`config.mk`:
```
export PLATFORM = sky130hd
export DESIGN_NAME = atsm_top
export DESIGN_NICKNAME = d
export VERILOG_FILES = /design/src/hdl/atsm_src_sel.v /design/src/hdl/atsm_top.v
export VERILOG_INCLUDE_DIRS = /design/src /design/src/hdl
export SDC_FILE = /design/constraint.sdc
export NUM_CORES = 1
export LEC_CHECK = 0
export BUFFER_PORTS_ARGS = -buffer_cell sky130_fd_sc_hd__buf_2
export CORE_ASPECT_RATIO = 1.5
export CORE_MARGIN = 2
export CORE_UTILIZATION = 30
export DETAILED_ROUTE_END_ITERATION = 16
export HOLD_SLACK_MARGIN = 0.02
export SYNTH_ARGS = -nofsm -noshare
export SYNTH_HDL_FRONTEND = slang
export SYNTH_SLANG_ARGS = --single-unit
```
`constraint.sdc`:
```
create_clock -name clock_in -period 2.3 [get_ports clock_in]
set_input_delay 0.345 -clock clock_in [delete_from_list [all_inputs] [get_ports clock_in]]
set_output_delay 0.345 -clock clock_in [all_outputs]
set_load 0.1 [all_outputs]
```
`src/hdl/atsm_regs.vh`:
```
/*
  Register map, field layout, reset values and source codes of the auxiliary
  test signal mux. Assumes an Avalon-MM slave with byte addresses, where each
  register index sits in one aligned 32-bit word at byte address index*4.
*/
`ifndef ATSM_REGS_VH
`define ATSM_REGS_VH

// ***************************************************************
// Register indices (byte address is index times four)
// ***************************************************************
`define ATSM_IDX_SRC_SEL   6'h38
`define ATSM_IDX_CONV1     6'h39
`define ATSM_IDX_CONV2     6'h3A
`define ATSM_IDX_SAMPLE    6'h3B
`define ATSM_IDX_PROD      6'h3C

// ***************************************************************
// Field positions
// ***************************************************************
`define ATSM_SEL1_MSB      7
`define ATSM_SEL1_LSB      4
`define ATSM_SEL2_MSB      3
`define ATSM_SEL2_LSB      0
`define ATSM_CONV_MSB      5
`define ATSM_CONV_LSB      0
`define ATSM_SMP_I_MSB     7
`define ATSM_SMP_I_LSB     4
`define ATSM_SMP_Q_MSB     3
`define ATSM_SMP_Q_LSB     0

// ***************************************************************
// Reset values
// ***************************************************************
`define ATSM_RST_SRC_SEL   8'h00
`define ATSM_RST_CONV      6'h00
`define ATSM_RST_PROD      8'hFF
`define ATSM_RST_SAMPLE    8'h00

// ***************************************************************
// Source selector codes
// ***************************************************************
`define ATSM_CODE_HIZ      4'h0
`define ATSM_CODE_CONV     4'h1
`define ATSM_CODE_CORR     4'h2
`define ATSM_CODE_RSV3     4'h3
`define ATSM_CODE_MINLVL   4'h4
`define ATSM_CODE_SMP_I    4'h5
`define ATSM_CODE_SMP_Q    4'h6
`define ATSM_CODE_RSV7     4'h7
`define ATSM_CODE_PROD     4'h8
`define ATSM_CODE_RSV9     4'h9
`define ATSM_CODE_HIGH     4'hA
`define ATSM_CODE_LOW      4'hB
`define ATSM_CODE_TXACT    4'hC
`define ATSM_CODE_RXACT    4'hD
`define ATSM_CODE_SUBC     4'hE
`define ATSM_CODE_TBUS     4'hF

`endif

```
`src/hdl/atsm_src_sel.v`:
```
/*
  Source selector for one auxiliary observation pin: decodes a 4-bit source
  code into a drive enable, a digital level and a converter code.
  Assumes all source signals come from logic on the same clock; purely
  combinational, the caller registers the outputs.
*/
`timescale 1ns/10ps
`include "atsm_regs.vh"

module atsm_src_sel (
  input  wire [3:0] code_in,
  input  wire [5:0] conv_val_in,
  input  wire       corr_in,
  input  wire [3:0] min_level_in,
  input  wire [3:0] smp_i_in,
  input  wire [3:0] smp_q_in,
  input  wire       tx_frame_in,
  input  wire       tx_data_in,
  input  wire       rx_frame_in,
  input  wire       rx_data_in,
  input  wire       subc_in,
  input  wire [7:0] test_bus_in,
  input  wire [2:0] bit_choice_in,
  input  wire       rate_106_in,
  output reg        drive_out,
  output reg        level_out,
  output reg        conv_en_out,
  output reg  [5:0] conv_code_out
);

  // ***************************************************************
  // Nibble scaling
  // ***************************************************************
  // Shared by three codes so the converter path scales them alike
  function [5:0] atsm_scale;
    input [3:0] nib;
    begin
      atsm_scale = {nib, 2'b00};
    end
  endfunction

  // ***************************************************************
  // Code decode
  // ***************************************************************
  // Nibble values are scaled to the top of the 6-bit converter range
  always @* begin
    drive_out     = 1'b0;
    level_out     = 1'b0;
    conv_en_out   = 1'b0;
    conv_code_out = 6'h00;
    case (code_in)
      `ATSM_CODE_HIZ: begin
        drive_out = 1'b0;
      end
      `ATSM_CODE_CONV: begin
        drive_out     = 1'b1;
        conv_en_out   = 1'b1;
        conv_code_out = conv_val_in;
      end
      `ATSM_CODE_CORR: begin
        drive_out = 1'b1;
        level_out = corr_in;
      end
      `ATSM_CODE_MINLVL: begin
        drive_out     = 1'b1;
        conv_en_out   = 1'b1;
        conv_code_out = atsm_scale(min_level_in);
      end
      `ATSM_CODE_SMP_I: begin
        drive_out     = 1'b1;
        conv_en_out   = 1'b1;
        conv_code_out = atsm_scale(smp_i_in);
      end
      `ATSM_CODE_SMP_Q: begin
        drive_out     = 1'b1;
        conv_en_out   = 1'b1;
        conv_code_out = atsm_scale(smp_q_in);
      end
      `ATSM_CODE_HIGH: begin
        drive_out = 1'b1;
        level_out = 1'b1;
      end
      `ATSM_CODE_LOW: begin
        drive_out = 1'b1;
        level_out = 1'b0;
      end
      `ATSM_CODE_TXACT: begin
        drive_out = 1'b1;
        level_out = rate_106_in ? tx_frame_in : tx_data_in;
      end
      `ATSM_CODE_RXACT: begin
        drive_out = 1'b1;
        level_out = rate_106_in ? rx_frame_in : rx_data_in;
      end
      `ATSM_CODE_SUBC: begin
        drive_out = 1'b1;
        level_out = rate_106_in ? 1'b0 : subc_in;
      end
      `ATSM_CODE_TBUS: begin
        drive_out = 1'b1;
        level_out = test_bus_in[bit_choice_in];
      end
      default: begin
        // Reserved and production codes leave the pin floating
        drive_out = 1'b0;
      end
    endcase
  end

endmodule

```
`src/hdl/atsm_top.v`:
```
/*
  Auxiliary test signal mux: source select, two test converter values,
  sample nibble readout and a production test register behind an
  Avalon-MM slave with waitrequest, plus the two observation pin drivers.
  Assumes every source signal and the rate code come from logic on
  clock_in, and that the pad cell resolves the pin from level and enable.
*/
// The Avalon-MM register port was chosen for this implementation.
// Notes on behaviour
// - Source code 0000 leaves the observation pin undriven.
// - Code 0001 drives each pin from its own test converter.
// - Code 0010 routes correlator signal; 0100 routes minimum level via converter.
// - Codes 0101 and 0110 present in-phase and quadrature samples via converter.
// - Codes 0011, 0111, 1000, 1001 are reserved; pin stays undriven.
// - Code 1010 drives constant high, 1011 constant low.
// - Code 1100 at 106 kBd: high over whole transmit frame.
// - Faster rates: activity selections high only during data and checksum.
// - Code 1101 at 106 kBd: high while data, parity, checksum received.
// - Code 1110 shows subcarrier detection; low at 106 kBd.
// - Code 1111 outputs one test bus bit picked by a 3-bit choice.
// - Second pin code sits in bits 3:0, same meanings as bits 7:4.
// - Source select register is read/write and resets to zero.
// - First converter value is 6 bits, reaches first pin on code 0001.
// - Second converter value is 6 bits, reaches second pin on code 0001.
// - Converter values have no meaningful reset; software writes them first.
// - Sample readout is read-only: in-phase nibble high, quadrature nibble low.
// - Production test register reads all ones and has no function.
`timescale 1ns/10ps
`include "atsm_regs.vh"

module atsm_top (
  input  wire        clock_in,
  input  wire        nrst_in,
  // Avalon-MM slave
  input  wire [7:0]  avs_address_in,
  input  wire        avs_read_in,
  input  wire        avs_write_in,
  input  wire [31:0] avs_writedata_in,
  input  wire [3:0]  avs_byteenable_in,
  output wire [31:0] avs_readdata_out,
  output wire        avs_waitrequest_out,
  // Internal sources
  input  wire        correlator_signal_one_in,
  input  wire [3:0]  minimum_level_threshold_in,
  input  wire [3:0]  sample_i_in,
  input  wire [3:0]  sample_q_in,
  input  wire        transmit_in_progress_in,
  input  wire        transmit_data_crc_in,
  input  wire        receive_in_progress_in,
  input  wire        receive_data_crc_in,
  input  wire        subcarrier_detected_in,
  input  wire [7:0]  test_bus_in,
  input  wire [2:0]  test_bus_bit_choice_in,
  input  wire        rate_106_in,
  // First observation pin
  output wire        first_observation_pin_out,
  output wire        first_observation_pin_oe_n_out,
  output wire        first_converter_en_out,
  output wire [5:0]  first_converter_code_out,
  // Second observation pin
  output wire        second_observation_pin_out,
  output wire        second_observation_pin_oe_n_out,
  output wire        second_converter_en_out,
  output wire [5:0]  second_converter_code_out
);

  // ***************************************************************
  // Declarations
  // ***************************************************************
  localparam [1:0] ST_IDLE = 2'b01;
  localparam [1:0] ST_ACK  = 2'b10;

  reg  [1:0]  bus_st_r;
  reg  [1:0]  bus_st_nxt;
  reg         wait_r;
  reg  [31:0] rdata_r;
  reg  [31:0] rdata_nxt;

  reg  [7:0]  src_sel_r;
  reg  [5:0]  conv1_r;
  reg  [5:0]  conv2_r;
  reg  [7:0]  sample_r;

  reg         pin1_r;
  reg         pin1_oe_n_r;
  reg         conv1_en_r;
  reg  [5:0]  conv1_code_r;
  reg         pin2_r;
  reg         pin2_oe_n_r;
  reg         conv2_en_r;
  reg  [5:0]  conv2_code_r;

  wire        req;
  wire        wr_commit;
  wire [3:0]  first_pin_source_code;
  wire [3:0]  second_pin_source_code;

  wire        sel1_drive;
  wire        sel1_level;
  wire        sel1_conv_en;
  wire [5:0]  sel1_conv_code;
  wire        sel2_drive;
  wire        sel2_level;
  wire        sel2_conv_en;
  wire [5:0]  sel2_conv_code;

  // ***************************************************************
  // Address decode helper
  // ***************************************************************
  // Matches one register word; low address bits must be zero
  function atsm_hit;
    input [7:0] addr;
    input [5:0] idx;
    begin
      atsm_hit = (addr == {idx, 2'b00});
    end
  endfunction

  // ***************************************************************
  // Bus handshake
  // ***************************************************************
  // Every access gets one wait state so read data come from a flop
  assign req       = avs_read_in | avs_write_in;
  assign wr_commit = (bus_st_r == ST_ACK) & avs_write_in & avs_byteenable_in[0];

  // Next state of the handshake
  always @* begin
    bus_st_nxt = bus_st_r;
    case (bus_st_r)
      ST_IDLE: begin
        if (req) begin
          bus_st_nxt = ST_ACK;
        end
      end
      ST_ACK: begin
        bus_st_nxt = ST_IDLE;
      end
      default: begin
        bus_st_nxt = ST_IDLE;
      end
    endcase
  end

  // Read mux; unmapped words read as zero
  always @* begin
    rdata_nxt = 32'h0000_0000;
    if (atsm_hit(avs_address_in, `ATSM_IDX_SRC_SEL)) begin
      rdata_nxt[7:0] = src_sel_r;
    end else if (atsm_hit(avs_address_in, `ATSM_IDX_CONV1)) begin
      rdata_nxt[7:0] = {2'b00, conv1_r};
    end else if (atsm_hit(avs_address_in, `ATSM_IDX_CONV2)) begin
      rdata_nxt[7:0] = {2'b00, conv2_r};
    end else if (atsm_hit(avs_address_in, `ATSM_IDX_SAMPLE)) begin
      rdata_nxt[7:0] = sample_r;
    end else if (atsm_hit(avs_address_in, `ATSM_IDX_PROD)) begin
      rdata_nxt[7:0] = `ATSM_RST_PROD;
    end
  end

  // Handshake state, wait flag and captured read data
  always @(posedge clock_in or negedge nrst_in) begin
    if (!nrst_in) begin
      bus_st_r <= ST_IDLE;
      wait_r   <= 1'b1;
      rdata_r  <= 32'h0000_0000;
    end else begin
      bus_st_r <= bus_st_nxt;
      wait_r   <= ~(bus_st_r == ST_IDLE && req);
      if (bus_st_r == ST_IDLE && avs_read_in) begin
        rdata_r <= rdata_nxt;
      end
    end
  end

  assign avs_waitrequest_out = wait_r;
  assign avs_readdata_out    = rdata_r;

  // ***************************************************************
  // Register file
  // ***************************************************************
  // Source select resets to zero so both pins come up floating
  always @(posedge clock_in or negedge nrst_in) begin
    if (!nrst_in) begin
      src_sel_r <= `ATSM_RST_SRC_SEL;
    end else if (wr_commit && atsm_hit(avs_address_in, `ATSM_IDX_SRC_SEL)) begin
      src_sel_r <= avs_writedata_in[7:0];
    end
  end

  // Converter values: cleared at reset only to keep the pins clean;
  // software must still load them before selecting code 0001
  always @(posedge clock_in or negedge nrst_in) begin
    if (!nrst_in) begin
      conv1_r <= `ATSM_RST_CONV;
      conv2_r <= `ATSM_RST_CONV;
    end else begin
      if (wr_commit && atsm_hit(avs_address_in, `ATSM_IDX_CONV1)) begin
        conv1_r <= avs_writedata_in[`ATSM_CONV_MSB:`ATSM_CONV_LSB];
      end
      if (wr_commit && atsm_hit(avs_address_in, `ATSM_IDX_CONV2)) begin
        conv2_r <= avs_writedata_in[`ATSM_CONV_MSB:`ATSM_CONV_LSB];
      end
    end
  end

  // Sample snapshot, refreshed every cycle; writes have no effect
  always @(posedge clock_in or negedge nrst_in) begin
    if (!nrst_in) begin
      sample_r <= `ATSM_RST_SAMPLE;
    end else begin
      sample_r[`ATSM_SMP_I_MSB:`ATSM_SMP_I_LSB] <= sample_i_in;
      sample_r[`ATSM_SMP_Q_MSB:`ATSM_SMP_Q_LSB] <= sample_q_in;
    end
  end

  // ***************************************************************
  // Source selection for both pins
  // ***************************************************************
  // Same decoder on both nibbles keeps the code meanings identical
  assign first_pin_source_code  = src_sel_r[`ATSM_SEL1_MSB:`ATSM_SEL1_LSB];
  assign second_pin_source_code = src_sel_r[`ATSM_SEL2_MSB:`ATSM_SEL2_LSB];

  atsm_src_sel u_sel1 (
    .code_in       (first_pin_source_code),
    .conv_val_in   (conv1_r),
    .corr_in       (correlator_signal_one_in),
    .min_level_in  (minimum_level_threshold_in),
    .smp_i_in      (sample_i_in),
    .smp_q_in      (sample_q_in),
    .tx_frame_in   (transmit_in_progress_in),
    .tx_data_in    (transmit_data_crc_in),
    .rx_frame_in   (receive_in_progress_in),
    .rx_data_in    (receive_data_crc_in),
    .subc_in       (subcarrier_detected_in),
    .test_bus_in   (test_bus_in),
    .bit_choice_in (test_bus_bit_choice_in),
    .rate_106_in   (rate_106_in),
    .drive_out     (sel1_drive),
    .level_out     (sel1_level),
    .conv_en_out   (sel1_conv_en),
    .conv_code_out (sel1_conv_code)
  );

  atsm_src_sel u_sel2 (
    .code_in       (second_pin_source_code),
    .conv_val_in   (conv2_r),
    .corr_in       (correlator_signal_one_in),
    .min_level_in  (minimum_level_threshold_in),
    .smp_i_in      (sample_i_in),
    .smp_q_in      (sample_q_in),
    .tx_frame_in   (transmit_in_progress_in),
    .tx_data_in    (transmit_data_crc_in),
    .rx_frame_in   (receive_in_progress_in),
    .rx_data_in    (receive_data_crc_in),
    .subc_in       (subcarrier_detected_in),
    .test_bus_in   (test_bus_in),
    .bit_choice_in (test_bus_bit_choice_in),
    .rate_106_in   (rate_106_in),
    .drive_out     (sel2_drive),
    .level_out     (sel2_level),
    .conv_en_out   (sel2_conv_en),
    .conv_code_out (sel2_conv_code)
  );

  // ***************************************************************
  // Pin output registers
  // ***************************************************************
  // One cycle of latency is traded for glitch-free pad drive
  always @(posedge clock_in or negedge nrst_in) begin
    if (!nrst_in) begin
      pin1_r       <= 1'b0;
      pin1_oe_n_r  <= 1'b1;
      conv1_en_r   <= 1'b0;
      conv1_code_r <= 6'h00;
      pin2_r       <= 1'b0;
      pin2_oe_n_r  <= 1'b1;
      conv2_en_r   <= 1'b0;
      conv2_code_r <= 6'h00;
    end else begin
      pin1_r       <= sel1_level;
      pin1_oe_n_r  <= ~sel1_drive;
      conv1_en_r   <= sel1_conv_en;
      conv1_code_r <= sel1_conv_code;
      pin2_r       <= sel2_level;
      pin2_oe_n_r  <= ~sel2_drive;
      conv2_en_r   <= sel2_conv_en;
      conv2_code_r <= sel2_conv_code;
    end
  end

  assign first_observation_pin_out       = pin1_r;
  assign first_observation_pin_oe_n_out  = pin1_oe_n_r;
  assign first_converter_en_out          = conv1_en_r;
  assign first_converter_code_out        = conv1_code_r;
  assign second_observation_pin_out      = pin2_r;
  assign second_observation_pin_oe_n_out = pin2_oe_n_r;
  assign second_converter_en_out         = conv2_en_r;
  assign second_converter_code_out       = conv2_code_r;

endmodule

```
==> results of run 1 <==
worst max path at each step:
stage | slack, ns | endpoint | from | cells after the start
2_1_floorplan | 0.53 | src_sel_r[0]$_DFFE_PN0P_ | avs_address_in[4] | 5
3_3_place_gp | 0.38 | src_sel_r[5]$_DFFE_PN0P_ | avs_address_in[3] | 4
3_5_place_dp | 0.39 | conv1_r[5]$_DFFE_PN0P_ | avs_address_in[1] | 6
4_1_cts | 0.42 | conv1_r[5]$_DFFE_PN0P_ | bus_st_r[0]$_DFFE_PN1P_ | 3
5_1_grt | 0.38 | conv1_r[5]$_DFFE_PN0P_ | bus_st_r[0]$_DFFE_PN1P_ | 3
6_report | 0.44 | conv1_r[5]$_DFFE_PN0P_ | bus_st_r[0]$_DFFE_PN1P_ | 3
registers in the layout, summed over array words and instances (netlist names), 2 cells and up:
register	cells
conv2_r	6
second_converter_code_out	6
bus_st_r	2
avs_readdata_out	8
conv1_r	6
src_sel_r	8
sample_r	8
first_converter_code_out	6
routing by layer:
layer / GRT usage (%) / up-vias / wire length [um]
li1: - / 1111 / -
met1: 17.4 / 1157 / 2960
met2: 26.0 / 98 / 4130
met3: 3.19 / 14 / 491
met4: 5.98 / 0 / 161
met5: 0 / - / 0
power groups by stage:
stage / Sequential [uW] / Combinational [uW] / Clock (uW)
6_report: 1080 / 517 / 1310
5_1_grt: 1090 / 548 / 1390
4_1_cts: 1080 / 520 / 1330
3_5_place_dp: 1100 / 518 / 0
3_3_place_gp: 1100 / 512 / 0
2_1_floorplan: 1200 / 325 / 0
cells in the final DEF, fill, tap and decap left out, types with 2 or more instances in the layout:
cell	synthesis	layout
sky130_fd_sc_hd__nor3_1	3	3
sky130_fd_sc_hd__o2bb2ai_1	4	4
sky130_fd_sc_hd__mux4_2	3	3
sky130_fd_sc_hd__conb_1	1	24
sky130_fd_sc_hd__o31ai_1	2	2
sky130_fd_sc_hd__nand4b_1	2	2
sky130_fd_sc_hd__clkinv_2	0	4
sky130_fd_sc_hd__buf_4	24	6
sky130_fd_sc_hd__nor2b_1	5	5
sky130_fd_sc_hd__inv_1	4	4
sky130_fd_sc_hd__dfstp_2	4	4
sky130_fd_sc_hd__o21ai_0	7	7
sky130_fd_sc_hd__nand2b_1	17	17
sky130_fd_sc_hd__clkbuf_16	0	9
sky130_fd_sc_hd__buf_2	2	77
sky130_fd_sc_hd__nor2_1	17	17
sky130_fd_sc_hd__dfrtp_1	53	53
sky130_fd_sc_hd__mux2i_1	11	11
sky130_fd_sc_hd__o41ai_1	6	6
sky130_fd_sc_hd__a21o_1	2	2
sky130_fd_sc_hd__nand2_1	20	20
sky130_fd_sc_hd__nand3_1	10	10
sky130_fd_sc_hd__nor4_4	2	2
sky130_fd_sc_hd__and4_1	2	2
sky130_fd_sc_hd__mux2_2	20	20
sky130_fd_sc_hd__nor4b_1	2	2
sky130_fd_sc_hd__nand3b_1	9	9
sky130_fd_sc_hd__a21oi_1	24	24
metrics by stage:
step / util (%) / setup WS, ns / total power [uW]
after floorplan: - / 0.528 / 1530
after global placement: 34.8 / 0.378 / 1610
after detailed placement: 34.8 / 0.387 / 1620
after CTS: 37.9 / 0.423 / 2930
after global routing: 37.9 / 0.377 / 3020
final: 37.9 / 0.442 / 2910
critical path: stages (launching register included):
cell	delay, ns
sky130_fd_sc_hd__dfstp_2	0.36
sky130_fd_sc_hd__nand4b_1	0.39
sky130_fd_sc_hd__nor4_4	0.60
sky130_fd_sc_hd__mux2_2	0.40
final cells by class:
cell class | count | area (um^2) | area share, %
clock inverter | 6 | 57.6 | 1.56
sequential | 57 | 1430 | 38.8
inverter | 4 | 15.0 | 0.407
timing repair buffer | 83 | 430 | 11.7
clock buffer | 10 | 239 | 6.47
tap | 115 | 144 | 3.90
multi-input combinational | 204 | 1380 | 37.2
kinds of logic after synthesis:
group / Yosys count / share of synthesized area, %
simple gates: 93 / 18.1
flops: 57 / 47.5
compound gates: 53 / 11.2
buf+inv: 49 / 9.68
mux: 34 / 13.4
other cells: 1 / 0.125
==> summary.md, run 1 <==
| Metric | Value |
|---|---|
| Result of the run | `complete, but fails checks` |
| Violations in the final reports | `design-rule violations` |
| Worst reg2reg path endpoint | `conv1_r[5]$_DFFE_PN0P_` |
| Arrival time reported for the critical path endpoint | `2.07 ns` |
| Classification of the worst-slack hold path | `input port to flip-flop` |
| Most instantiated library cell after synthesis | `sky130_fd_sc_hd__dfrtp_1` |
| Final period utilization | `80.8%` |
| Number of enable flip-flop cells after synthesis | `0` |
| Setup TNS | `0 ns` |
| Cell type with the highest aggregate area in the netlist | `sky130_fd_sc_hd__dfrtp_1` |
| Pin count of the biggest net entering global routing | `58` |
| Summed instance area of the synthesized netlist | `3010 um^2` |
| Layout Cells excl Fill | `479` |
| Cell internal power dissipation | `2010 uW` |
| # port buffers | `77` |
| Post-layout minimum cycle time | `1.86 ns` |
| Total overflow reported by the global router | `0` |
| Max-capacitance violation count | `0` |
| Max Slew Vio Count | `0` |
| Share of synthesized area occupied by flip-flops and latches | `47.5%` |
| Total non-filler cell area in the finished layout | `3690 um^2` |
| Skew-Pair Late Insertion Delay | `0.33 ns` |
| Number of top-level design ports | `129` |
| Number of remaining DRC errors | `7` |
| Warnings, synthesis | `0` |
| Launching element type of the critical path | `flip-flop` |
| Clk pwr share | `45.0%` |
| Part of the power in combinational logic | `17.8%` |
| Standard-cell row count | `44` |
| Post-synth top cells | `sky130_fd_sc_hd__dfrtp_1 (53), sky130_fd_sc_hd__a21oi_1 (24), sky130_fd_sc_hd__buf_4 (24)` |
| CTS Buf Count | `9` |
| Endpoint required time on the critical path | `2.51 ns` |
| Switching component of the power | `894 uW` |
| Area share of the largest cell type after synthesis | `44.0%` |
| CTS tree | `yes` |
| GR Util All Layers | `14.8%` |
| Setup violators final | `0` |
| Number of antenna diodes | `0` |
| Dominant synthesized flop cell | `sky130_fd_sc_hd__dfrtp_1` |
| Proportion of power drawn by flip-flops and latches | `37.2%` |
| Overall via count from detail_route | `2,380` |
| Number of violations reported at the end of detailed-routing iteration 0 | `224` |
| Buffers from clock root to sink, at most | `2` |
| Top cells by area in the synthesized netlist | `sky130_fd_sc_hd__dfrtp_1 (44%), sky130_fd_sc_hd__mux2_2 (7.5%), sky130_fd_sc_hd__buf_4 (6.0%)` |
| Drt wl/cell | `16.2 um` |
| Synthesized instance count | `287` |
| Post-detailed-placement half-perimeter wirelength | `5670 um` |
| Detailed-router iteration count before antenna repair | `12` |
| Crit path max fanout | `6` |
| # fillers | `1,000` |
| Antenna violations before repair | `0` |
| CTS-repair resized insts | `0` |
| Worst clock skew on the final layout | `0.00482 ns` |
| Layout area overhead | `22.6%` |
| Pleak | `0.00177 uW` |
| Fraction of layout instances using a drive strength above 1 | `36.0%` |
| Routed vias/inst | `4.97` |
| R2R setup slack | `0.44 ns` |
| Setup repair after global routing missed its margin | `no` |
| Clock Pin Slew Worst Setup and Hold Paths | `0.05 ns` |
| Highest attainable clock frequency | `0.538 GHz` |
| Actual transition at the worst max-transition pin | `0.755 ns` |
| Starting Density | `30.9%` |
| Cell area after placement | `3400 um^2` |
| Register bit total from synthesis | `57` |
| Power Dens Cells | `788 nW/um^2` |
| Final Hold Fails | `0` |
| Critical path type | `flip-flop to flip-flop` |
| Number of global-route vias before repair | `2,333` |
| Max_slew headroom | `49.7%` |
| Final estimated routing congestion in global placement | `0.755` |
| Length in cells of the worst reg-to-reg path | `3` |
| Share of flip-flops with an asynchronous set or reset after synthesis | `100%` |
| Startpoint of the worst-slack reg-to-reg timing path | `bus_st_r[0]$_DFFE_PN1P_` |
| Core Box Area | `9740 um^2` |
| DIE HEIGHT | `127 um` |
| Global-route wire length before repair | `12,100 um` |
| Unique masters post-synth | `41` |
| Hold WS | `0.154 ns` |
| Die X | `85.8 um` |
| Sw Ratio | `30.8%` |
| Die outline area | `10,900 um^2` |
| Worst Setup End Kind | `flip-flop` |
| Maximum vdd ir drop | `0.000337 V` |
| Final net count | `437` |
| Per-instance average area after synthesis | `10.5 um^2` |
| Wirelength, routed | `7740 um` |
| # H-tree levels | `3` |
| Hold_buf cts | `0` |
| Number of buffers inserted by post-CTS setup repair | `0` |
| Hold Path Sink | `sample_r[5]$_DFF_PN0_` |
| Sink Count | `57` |
| Startpoint of the lowest-slack hold path | `sample_i_in[1]` |
| Antenna Nets Post-Route | `0` |
| Number of cells on the worst hold path | `1` |
| Buffer cell driving the clock tree root | `sky130_fd_sc_hd__clkbuf_16` |
| Number of instances in the placed design | `463` |
(Power assumes the default switching activity.)
==> run 2, diff against run 1 <==
--- a/config.mk
+++ b/config.mk
@@ -6,6 +6,7 @@
 export SDC_FILE = /design/constraint.sdc
 export NUM_CORES = 1
 export LEC_CHECK = 0
+export ABC_AREA = 1
 export BUFFER_PORTS_ARGS = -buffer_cell sky130_fd_sc_hd__buf_2
 export CORE_ASPECT_RATIO = 1.5
 export CORE_MARGIN = 2
==> constraint.sdc (replaced) <==
create_clock -name clock_in -period 1.89 [get_ports clock_in]
set_input_delay 0.2835 -clock clock_in [delete_from_list [all_inputs] [get_ports clock_in]]
set_output_delay 0.2835 -clock clock_in [all_outputs]
set_load 0.1 [all_outputs]
==> run 2 against run 1 <==
Effect of this change:
- the flow now finishes without violations
- setup slack got worse by 0.21 ns
- final area up 3.4%
- area after synthesis is 0.25% lower
==> summary.md, run 2 <==
| Metric | Value |
|---|---|
| Clock Pin Slew Worst Setup and Hold Paths | `0.05 ns (about the same)` |
| Post-layout minimum cycle time | `1.65 ns (-0.204 ns)` |
| Commonest cells after routing, fill and taps aside | `sky130_fd_sc_hd__nand2_1 (119), sky130_fd_sc_hd__buf_2 (77), sky130_fd_sc_hd__inv_1 (56)` |
| Number of buffers inserted by post-CTS setup repair | `0 (unchanged)` |
| Length in cells of the worst reg-to-reg path | `5 (+2)` |
| Share of flip-flops with an asynchronous set or reset after synthesis | `100% (unchanged)` |
| Setup TNS | `0 ns (unchanged)` |
| CTS-repair resized insts | `0 (unchanged)` |
| Final estimated routing congestion in global placement | `0.887 (+18%)` |
| CTS tree | `yes` |
| Layout area overhead | `27.0%` |
| Buffer cell driving the clock tree root | `sky130_fd_sc_hd__clkbuf_16` |
| Final net count | `559 (+28%)` |
| Arrival time reported for the critical path endpoint | `1.90 ns (-0.17 ns)` |
| Starting Density | `31.0% (+0.098 points)` |
| Number of top-level design ports | `129 (unchanged)` |
| Top cells by area in the synthesized netlist | `sky130_fd_sc_hd__dfrtp_1 (44%), sky130_fd_sc_hd__nand2_1 (15%), sky130_fd_sc_hd__inv_1 (7.0%)` |
| Wirelength, routed | `7780 um (+0.49%)` |
| Summed instance area of the synthesized netlist | `3000 um^2 (-0.25%)` |
| Number of global-route vias before repair | `2,594 (+11%)` |
| Most frequent standard cell in the layout excluding fill and tap cells | `sky130_fd_sc_hd__nand2_1` |
| Core Box Area | `9690 um^2 (-0.57%)` |
| Routed vias/inst | `4.46 (-10%)` |
| Highest attainable clock frequency | `0.604 GHz (+12%)` |
| Launching element type of the critical path | `flip-flop` |
| Overall via count from detail_route | `2,683 (+13%)` |
| Global-route wire length before repair | `12,400 um (+1.7%)` |
| Post-synth top cells | `sky130_fd_sc_hd__nand2_1 (119), sky130_fd_sc_hd__inv_1 (56), sky130_fd_sc_hd__dfrtp_1 (53)` |
| Antenna violations before repair | `0 (unchanged)` |
| Cells traversed along the worst timing path | `inv_1 -> nand4_1 -> or2_1 -> nand2_1 -> o21ai_2` |
| Proportion of power drawn by flip-flops and latches | `34.1% (-3.1 points)` |
| Critical path type | `flip-flop to flip-flop` |
| Max_slew headroom | `53.1% (+3.4 points)` |
| Switching component of the power | `1130 uW (+26%)` |
| Worst clock skew on the final layout | `0.00739 ns (+0.00257 ns)` |
| Number of violations reported at the end of detailed-routing iteration 0 | `136 (-39%)` |
| Most instantiated library cell after synthesis | `sky130_fd_sc_hd__nand2_1` |
| Final Hold Fails | `0 (unchanged)` |
| Crit path max fanout | `16 (+10)` |
| Unique masters post-synth | `23 (-44%)` |
| DIE HEIGHT | `127 um (-0.12%)` |
| Pin count of the biggest net entering global routing | `37 (-36%)` |
| Post-detailed-placement half-perimeter wirelength | `6300 um (+11%)` |
| Number of remaining DRC errors | `0 (-7)` |
| Drt wl/cell | `12.9 um (-20%)` |
| Clk pwr share | `48.1% (+3.1 points)` |
| Actual transition at the worst max-transition pin | `0.703 ns (-0.0514 ns)` |
| Total Power Consumption | `3870 uW (+33%)` |
| Warnings, synthesis | `0 (unchanged)` |
| Sink Count | `57 (unchanged)` |
| Worst Setup End Kind | `flip-flop` |
| Endpoint required time on the critical path | `2.13 ns (-0.38 ns)` |
| Antenna Nets Post-Route | `0 (unchanged)` |
| Power Dens Cells | `1010 nW/um^2 (+29%)` |
| Area share of the largest cell type after synthesis | `44.1% (+0.11 points)` |
| # port buffers | `77 (unchanged)` |
| Slowest library cell on the worst path | `sky130_fd_sc_hd__or2_1` |
| Buffers from clock root to sink, at most | `2 (unchanged)` |
| Standard-cell row count | `44 (unchanged)` |
| Max-capacitance violation count | `0 (unchanged)` |
| Result of the run | `complete, no violations` |
| Sw Ratio | `29.2% (-1.6 points)` |
| GR Util All Layers | `15.1% (+0.28 points)` |
| Number of cells on the worst hold path | `1 (unchanged)` |
| Total overflow reported by the global router | `0 (unchanged)` |
| Setup repair after global routing missed its margin | `no` |
| Max incr delay on CP | `0.61 ns (about the same)` |
| Classification of the worst-slack hold path | `input port to flip-flop` |
| Die outline area | `10,800 um^2 (-0.24%)` |
| Share of synthesized area occupied by flip-flops and latches | `47.6% (+0.12 points)` |
| Skew-Pair Late Insertion Delay | `0.32 ns (about the same)` |
| Detailed-router iteration count before antenna repair | `4 (-8)` |
| Number of enable flip-flop cells after synthesis | `0 (unchanged)` |
| Max Slew Vio Count | `0 (unchanged)` |
| Synthesized instance count | `392 (+37%)` |
| CTS Buf Count | `9 (unchanged)` |
| Dominant synthesized flop cell | `sky130_fd_sc_hd__dfrtp_1` |
| Register bit total from synthesis | `57 (unchanged)` |
| Maximum vdd ir drop | `0.000651 V (+93%)` |
| Final period utilization | `87.5% (+6.8 points)` |
| Setup violators final | `0 (unchanged)` |
| # H-tree levels | `3 (unchanged)` |
| Cell internal power dissipation | `2740 uW (+36%)` |
| Die X | `85.7 um (-0.12%)` |
| Number of antenna diodes | `0 (unchanged)` |
| Cell type with the highest aggregate area in the netlist | `sky130_fd_sc_hd__dfrtp_1` |
| Per-instance average area after synthesis | `7.66 um^2 (-27%)` |
| Part of the power in combinational logic | `17.8% (about the same)` |
| Fraction of layout instances using a drive strength above 1 | `23.9% (-12 points)` |
| Pleak | `0.00216 uW (+23%)` |
| Utilization after layout | `39.4% (+1.5 points)` |
-- run 2: cell count changes after synthesis, moves of 10 or more --
cell	previous run	this run
sky130_fd_sc_hd__a21oi_1	24	0
sky130_fd_sc_hd__clkbuf_1	16	1
sky130_fd_sc_hd__inv_1	4	56
sky130_fd_sc_hd__mux2_2	20	0
sky130_fd_sc_hd__mux2i_1	11	0
sky130_fd_sc_hd__nand2_1	20	119
sky130_fd_sc_hd__nand2b_1	17	0
sky130_fd_sc_hd__nand3_1	10	21
sky130_fd_sc_hd__nand4_1	1	11
sky130_fd_sc_hd__nor2_1	17	41
sky130_fd_sc_hd__o21ai_0	7	22
-- run 2: cells by family (layout without fill, tap and decap cells) --
group                  Yosys count  in the layout  share of synthesized area, %
and+or+nand+nor                205            205                          28.5
buffers and inverters           85            156                          14.2
DFF                             57             57                          47.6
AOI/OAI and AO/OA               44             44                          9.50
other                            1             24                         0.125
-- run 2: worst paths after layout --
kind                            slack, ns                         endpoint                       startpoint
min in group asynchronous            0.49           conv1_r[5]$_DFFE_PN0P_                          nrst_in
max in group asynchronous            0.75          bus_st_r[0]$_DFFE_PN1P_                          nrst_in
worst min-delay path                 0.11            sample_r[4]$_DFF_PN0_                   sample_i_in[0]
worst max-delay path                 0.24         src_sel_r[2]$_DFFE_PN0P_          bus_st_r[0]$_DFFE_PN1P_
worst max register to register       0.24         src_sel_r[2]$_DFFE_PN0P_          bus_st_r[0]$_DFFE_PN1P_
worst min register to register       0.48  avs_readdata_out[7]$_DFFE_PN0P_  avs_readdata_out[7]$_DFFE_PN0P_
-- run 2: per-stage QoR --
| stage | instance area (um^2) | instances | setup WS, ns | hold WS, ns |
|---|---|---|---|---|
| floorplan | 3090 | 415 | 0.453 | -0.0121 |
| global placement | 3460 | 584 | 0.187 | 0.307 |
| detailed placement | 3460 | 584 | 0.150 | 0.314 |
| CTS | 3820 | 601 | 0.215 | 0.0905 |
| global route | 3820 | 601 | 0.0690 | 0.0963 |
| finish | 3820 | 601 | 0.236 | 0.105 |
-- run 2: layer usage --
| metal | up-vias | part of all wire, % | track usage (%) |
|---|---|---|---|
| met5 | - | 0 | 0 |
| met4 | 0 | 3.9 | 9.71 |
| met3 | 14 | 7.1 | 4.23 |
| met2 | 98 | 51 | 25.2 |
| met1 | 1217 | 38 | 16.6 |
| li1 | 1354 | - | - |
-- run 2: final cells by class --
class                      instances  area (um^2)
sequential                        57         1430
fill                            1013         5870
clock inverter                     5          103
clock buffer                      11          243
tap                              115          144
multi-input combinational        273         1230
inverter                          56          210
timing repair buffer              84          453
-- run 2: critical path, delay by kind of cell, from the launching register on --
family | cells | cell delay [ns]
flip-flops | 1 | 0.51
AO/OA/AOI/OAI | 1 | 0.08
AND/OR/NAND/NOR | 3 | 0.94
buffers and inverters | 1 | 0.04
-- run 2: timing repair --
item,in CTS,in global routing
endpoints found under the hold margin,21,0
hold buffers,1,0
endpoints found under the setup margin,0,0
-- run 2: power by group through the flow --
stage / logic (uW) / registers (uW) / clock network (uW)
2_1_floorplan: 385 / 1510 / 0
3_3_place_gp: 683 / 1340 / 0
3_5_place_dp: 691 / 1340 / 0
4_1_cts: 693 / 1320 / 1900
5_1_grt: 739 / 1330 / 1950
6_report: 688 / 1320 / 1860
==> run 3, diff against run 2 <==
--- a/config.mk
+++ b/config.mk
@@ -6,13 +6,13 @@
 export SDC_FILE = /design/constraint.sdc
 export NUM_CORES = 1
 export LEC_CHECK = 0
-export ABC_AREA = 1
 export BUFFER_PORTS_ARGS = -buffer_cell sky130_fd_sc_hd__buf_2
 export CORE_ASPECT_RATIO = 1.5
 export CORE_MARGIN = 2
 export CORE_UTILIZATION = 30
 export DETAILED_ROUTE_END_ITERATION = 16
 export HOLD_SLACK_MARGIN = 0.02
+export SLEW_MARGIN = 20
 export SYNTH_ARGS = -nofsm -noshare
 export SYNTH_HDL_FRONTEND = slang
 export SYNTH_SLANG_ARGS = --single-unit
==> run 3 against run 2 <==
Effect of this change:
- the flow now finishes with violations (design-rule violations)
- combinational power is 6.7% lower
- wire length is 0.30% higher
- maximum frequency is 5.0% lower
- global-route usage is 0.19 points lower
- die area is 0.24% higher
- via count is 11% lower
- first-iteration DRC count is 19% lower
- sequential cell count stayed put
- setup slack worse by 0.086 ns
- sequential power hardly changed
- critical path type unchanged
- largest power group unchanged
- highest routed layer unchanged
==> summary.md, run 3 (same netlist as run 1, synthesis figures left out) <==
| Metric | Value |
|---|---|
| Detailed-router iteration count before antenna repair | `11 (+7)` |
| # port buffers | `77 (unchanged)` |
| Area occupied by multi-input gates | `1380 um^2 (+12%)` |
| Pin count of the biggest net entering global routing | `24 (-35%)` |
| Skew-Pair Late Insertion Delay | `0.33 ns (about the same)` |
| Number of violations reported at the end of detailed-routing iteration 0 | `110 (-19%)` |
| Fraction of layout instances using a drive strength above 1 | `37.4% (+14 points)` |
| Max incr delay on CP | `0.39 ns (-0.22 ns)` |
| Setup TNS | `0 ns (unchanged)` |
| Antenna violations before repair | `0 (unchanged)` |
| Slowest library cell on the worst path | `sky130_fd_sc_hd__nand4b_1` |
| Core Box Area | `9740 um^2 (+0.57%)` |
| Sink Count | `57 (unchanged)` |
| Cell internal power dissipation | `2460 uW (-10%)` |
| Result of the run | `complete, but fails checks` |
| Clock Pin Slew Worst Setup and Hold Paths | `0.05 ns (about the same)` |
| Highest attainable clock frequency | `0.575 GHz (-5.0%)` |
| Buffer cell driving the clock tree root | `sky130_fd_sc_hd__clkbuf_16` |
| Arrival time reported for the critical path endpoint | `1.95 ns (+0.05 ns)` |
| Commonest cells after routing, fill and taps aside | `sky130_fd_sc_hd__buf_2 (77), sky130_fd_sc_hd__dfrtp_1 (53), sky130_fd_sc_hd__a21oi_1 (24), sky130_fd_sc_hd__conb_1 (24)` |
| Layout area overhead | `25.6%` |
| Switching component of the power | `1080 uW (-4.1%)` |
| Wirelength, routed | `7800 um (+0.30%)` |
| Setup violators final | `0 (unchanged)` |
| Violations in the final reports | `design-rule violations` |
| Worst clock skew on the final layout | `0.00442 ns (-0.00297 ns)` |
| DIE HEIGHT | `127 um (+0.12%)` |
| Total overflow reported by the global router | `0 (unchanged)` |
| Proportion of power drawn by flip-flops and latches | `37.1% (+3.0 points)` |
| Setup repair after global routing missed its margin | `no` |
| Cells traversed along the worst timing path | `nand4b_1 -> nor4_4 -> buf_4 -> mux2_2` |
| Pleak | `0.00182 uW (-16%)` |
| Worst Setup End Kind | `flip-flop` |
| Post-layout minimum cycle time | `1.74 ns (+0.0862 ns)` |
| Power Dens Cells | `936 nW/um^2 (-7.6%)` |
| Sw Ratio | `30.6% (+1.4 points)` |
| Slack of the critical path | `0.150 ns (-0.0862 ns)` |
| Crit path max fanout | `6 (-10)` |
| Storage element area | `1430 um^2 (unchanged)` |
| Part of the power in combinational logic | `18.1% (+0.3 points)` |
| Maximum vdd ir drop | `0.000414 V (-36%)` |
| Critical path type | `flip-flop to flip-flop` |
| Final Hold Fails | `0 (unchanged)` |
| Overall via count from detail_route | `2,396 (-11%)` |
| Max Slew Vio Count | `0 (unchanged)` |
| Classification of the worst-slack hold path | `input port to flip-flop` |
| Hold WS | `0.0858 ns (-0.0193 ns)` |
| GR Util All Layers | `14.9% (-0.19 points)` |
| Actual transition at the worst max-transition pin | `0.613 ns (-0.0908 ns)` |
| Launching element type of the critical path | `flip-flop` |
| Drt wl/cell | `16.0 um (+23%)` |
| # H-tree levels | `3 (unchanged)` |
| CTS Buf Count | `9 (unchanged)` |
| Max_slew headroom | `59.2% (+6.1 points)` |
| Dpl ws | `0.166 ns (+0.0156 ns)` |
| Final net count | `447 (-20%)` |
| Number of top-level design ports | `129 (unchanged)` |
| Clk pwr share | `44.8% (-3.3 points)` |
| Number of buffers inserted by post-CTS setup repair | `0 (unchanged)` |
| Starting Density | `30.9% (-0.098 points)` |
| # fillers | `993 (-2.0%)` |
| CTS tree | `yes` |
| Final period utilization | `92.1% (+4.6 points)` |
| Routed vias/inst | `4.90 (+9.8%)` |
| Final estimated routing congestion in global placement | `0.747 (-16%)` |
| Number of remaining DRC errors | `7 (+7)` |
| Die outline area | `10,900 um^2 (+0.24%)` |
| Endpoint required time on the critical path | `2.10 ns (-0.03 ns)` |
| CTS-repair resized insts | `0 (unchanged)` |
| Max-capacitance violation count | `0 (unchanged)` |
| Buffers from clock root to sink, at most | `2 (unchanged)` |
| Global-route wire length before repair | `12,200 um (-0.96%)` |
| Standard-cell row count | `44 (unchanged)` |
| Most frequent standard cell in the layout excluding fill and tap cells | `sky130_fd_sc_hd__buf_2` |
| Antenna Nets Post-Route | `0 (unchanged)` |
| Die X | `85.8 um (+0.12%)` |
| Number of global-route vias before repair | `2,447 (-5.7%)` |
| Number of antenna diodes | `0 (unchanged)` |
| Post-detailed-placement half-perimeter wirelength | `5960 um (-5.3%)` |
==> run 3: per-stage QoR <==
stage | cell area, um^2 | utilization, % | std cells | power [uW]
floorplan | 3100 | - | 310 | 1860
global placement | 3480 | 35.7 | 472 | 1970
detailed placement | 3480 | 35.7 | 472 | 1980
CTS | 3780 | 38.8 | 489 | 3580
global route | 3780 | 38.8 | 489 | 3680
finish | 3780 | 38.8 | 489 | 3540
==> run 3: cell type report <==
class                      instances  area share (%)
sequential                        57            37.8
multi-input combinational        204            36.4
timing repair buffer              93            13.8
clock buffer                      10            6.32
tap                              115            3.80
clock inverter                     6            1.52
inverter                           4           0.397
==> run 3: repair_timing <==
action                                  in CTS  in global routing
endpoints found under the setup margin       0                  0
hold endpoints to repair                    14                  0
hold buffers                                 1                  0
==> run 3: power groups by stage <==
stage               logic (uW)  clock network [uW]  registers [uW]
global route               681                1680            1320
finish                     642                1580            1310
global placement           635                   0            1330
CTS                        646                1610            1320
floorplan                  396                   0            1460
detailed placement         643                   0            1340
==> run 3: worst paths after layout <==
path	from	to	slack (ns)	cells after the start
worst max register to register	bus_st_r[0]$_DFFE_PN1P_	conv2_r[3]$_DFFE_PN0P_	0.15	4
worst min register to register	avs_readdata_out[1]$_DFFE_PN0P_	avs_readdata_out[1]$_DFFE_PN0P_	0.47	2
max in group asynchronous	nrst_in	first_observation_pin_oe_n_out$_DFF_PN1_	0.85	3
worst max-delay path	bus_st_r[0]$_DFFE_PN1P_	conv2_r[3]$_DFFE_PN0P_	0.15	4
min in group asynchronous	nrst_in	second_converter_code_out[3]$_DFF_PN0_	0.44	2
worst min-delay path	sample_i_in[1]	sample_r[5]$_DFF_PN0_	0.09	1
==> run 3: critical path, delay by kind of cell, from the launching register on <==
kind	cells	cell delay, ns
muxes	1	0.35
DFF	1	0.36
and+or+nand+nor	2	0.70
buffers and inverters	1	0.22
==> run 3: per-layer routing <==
metal  vias up  track usage, %  part of all wire [%]
li1       1127               -                     -
met1      1172            16.3                    38
met2        84            26.7                    54
met3        13            3.64                   6.1
met4         0            7.10                   2.2
met5         -               0                     0
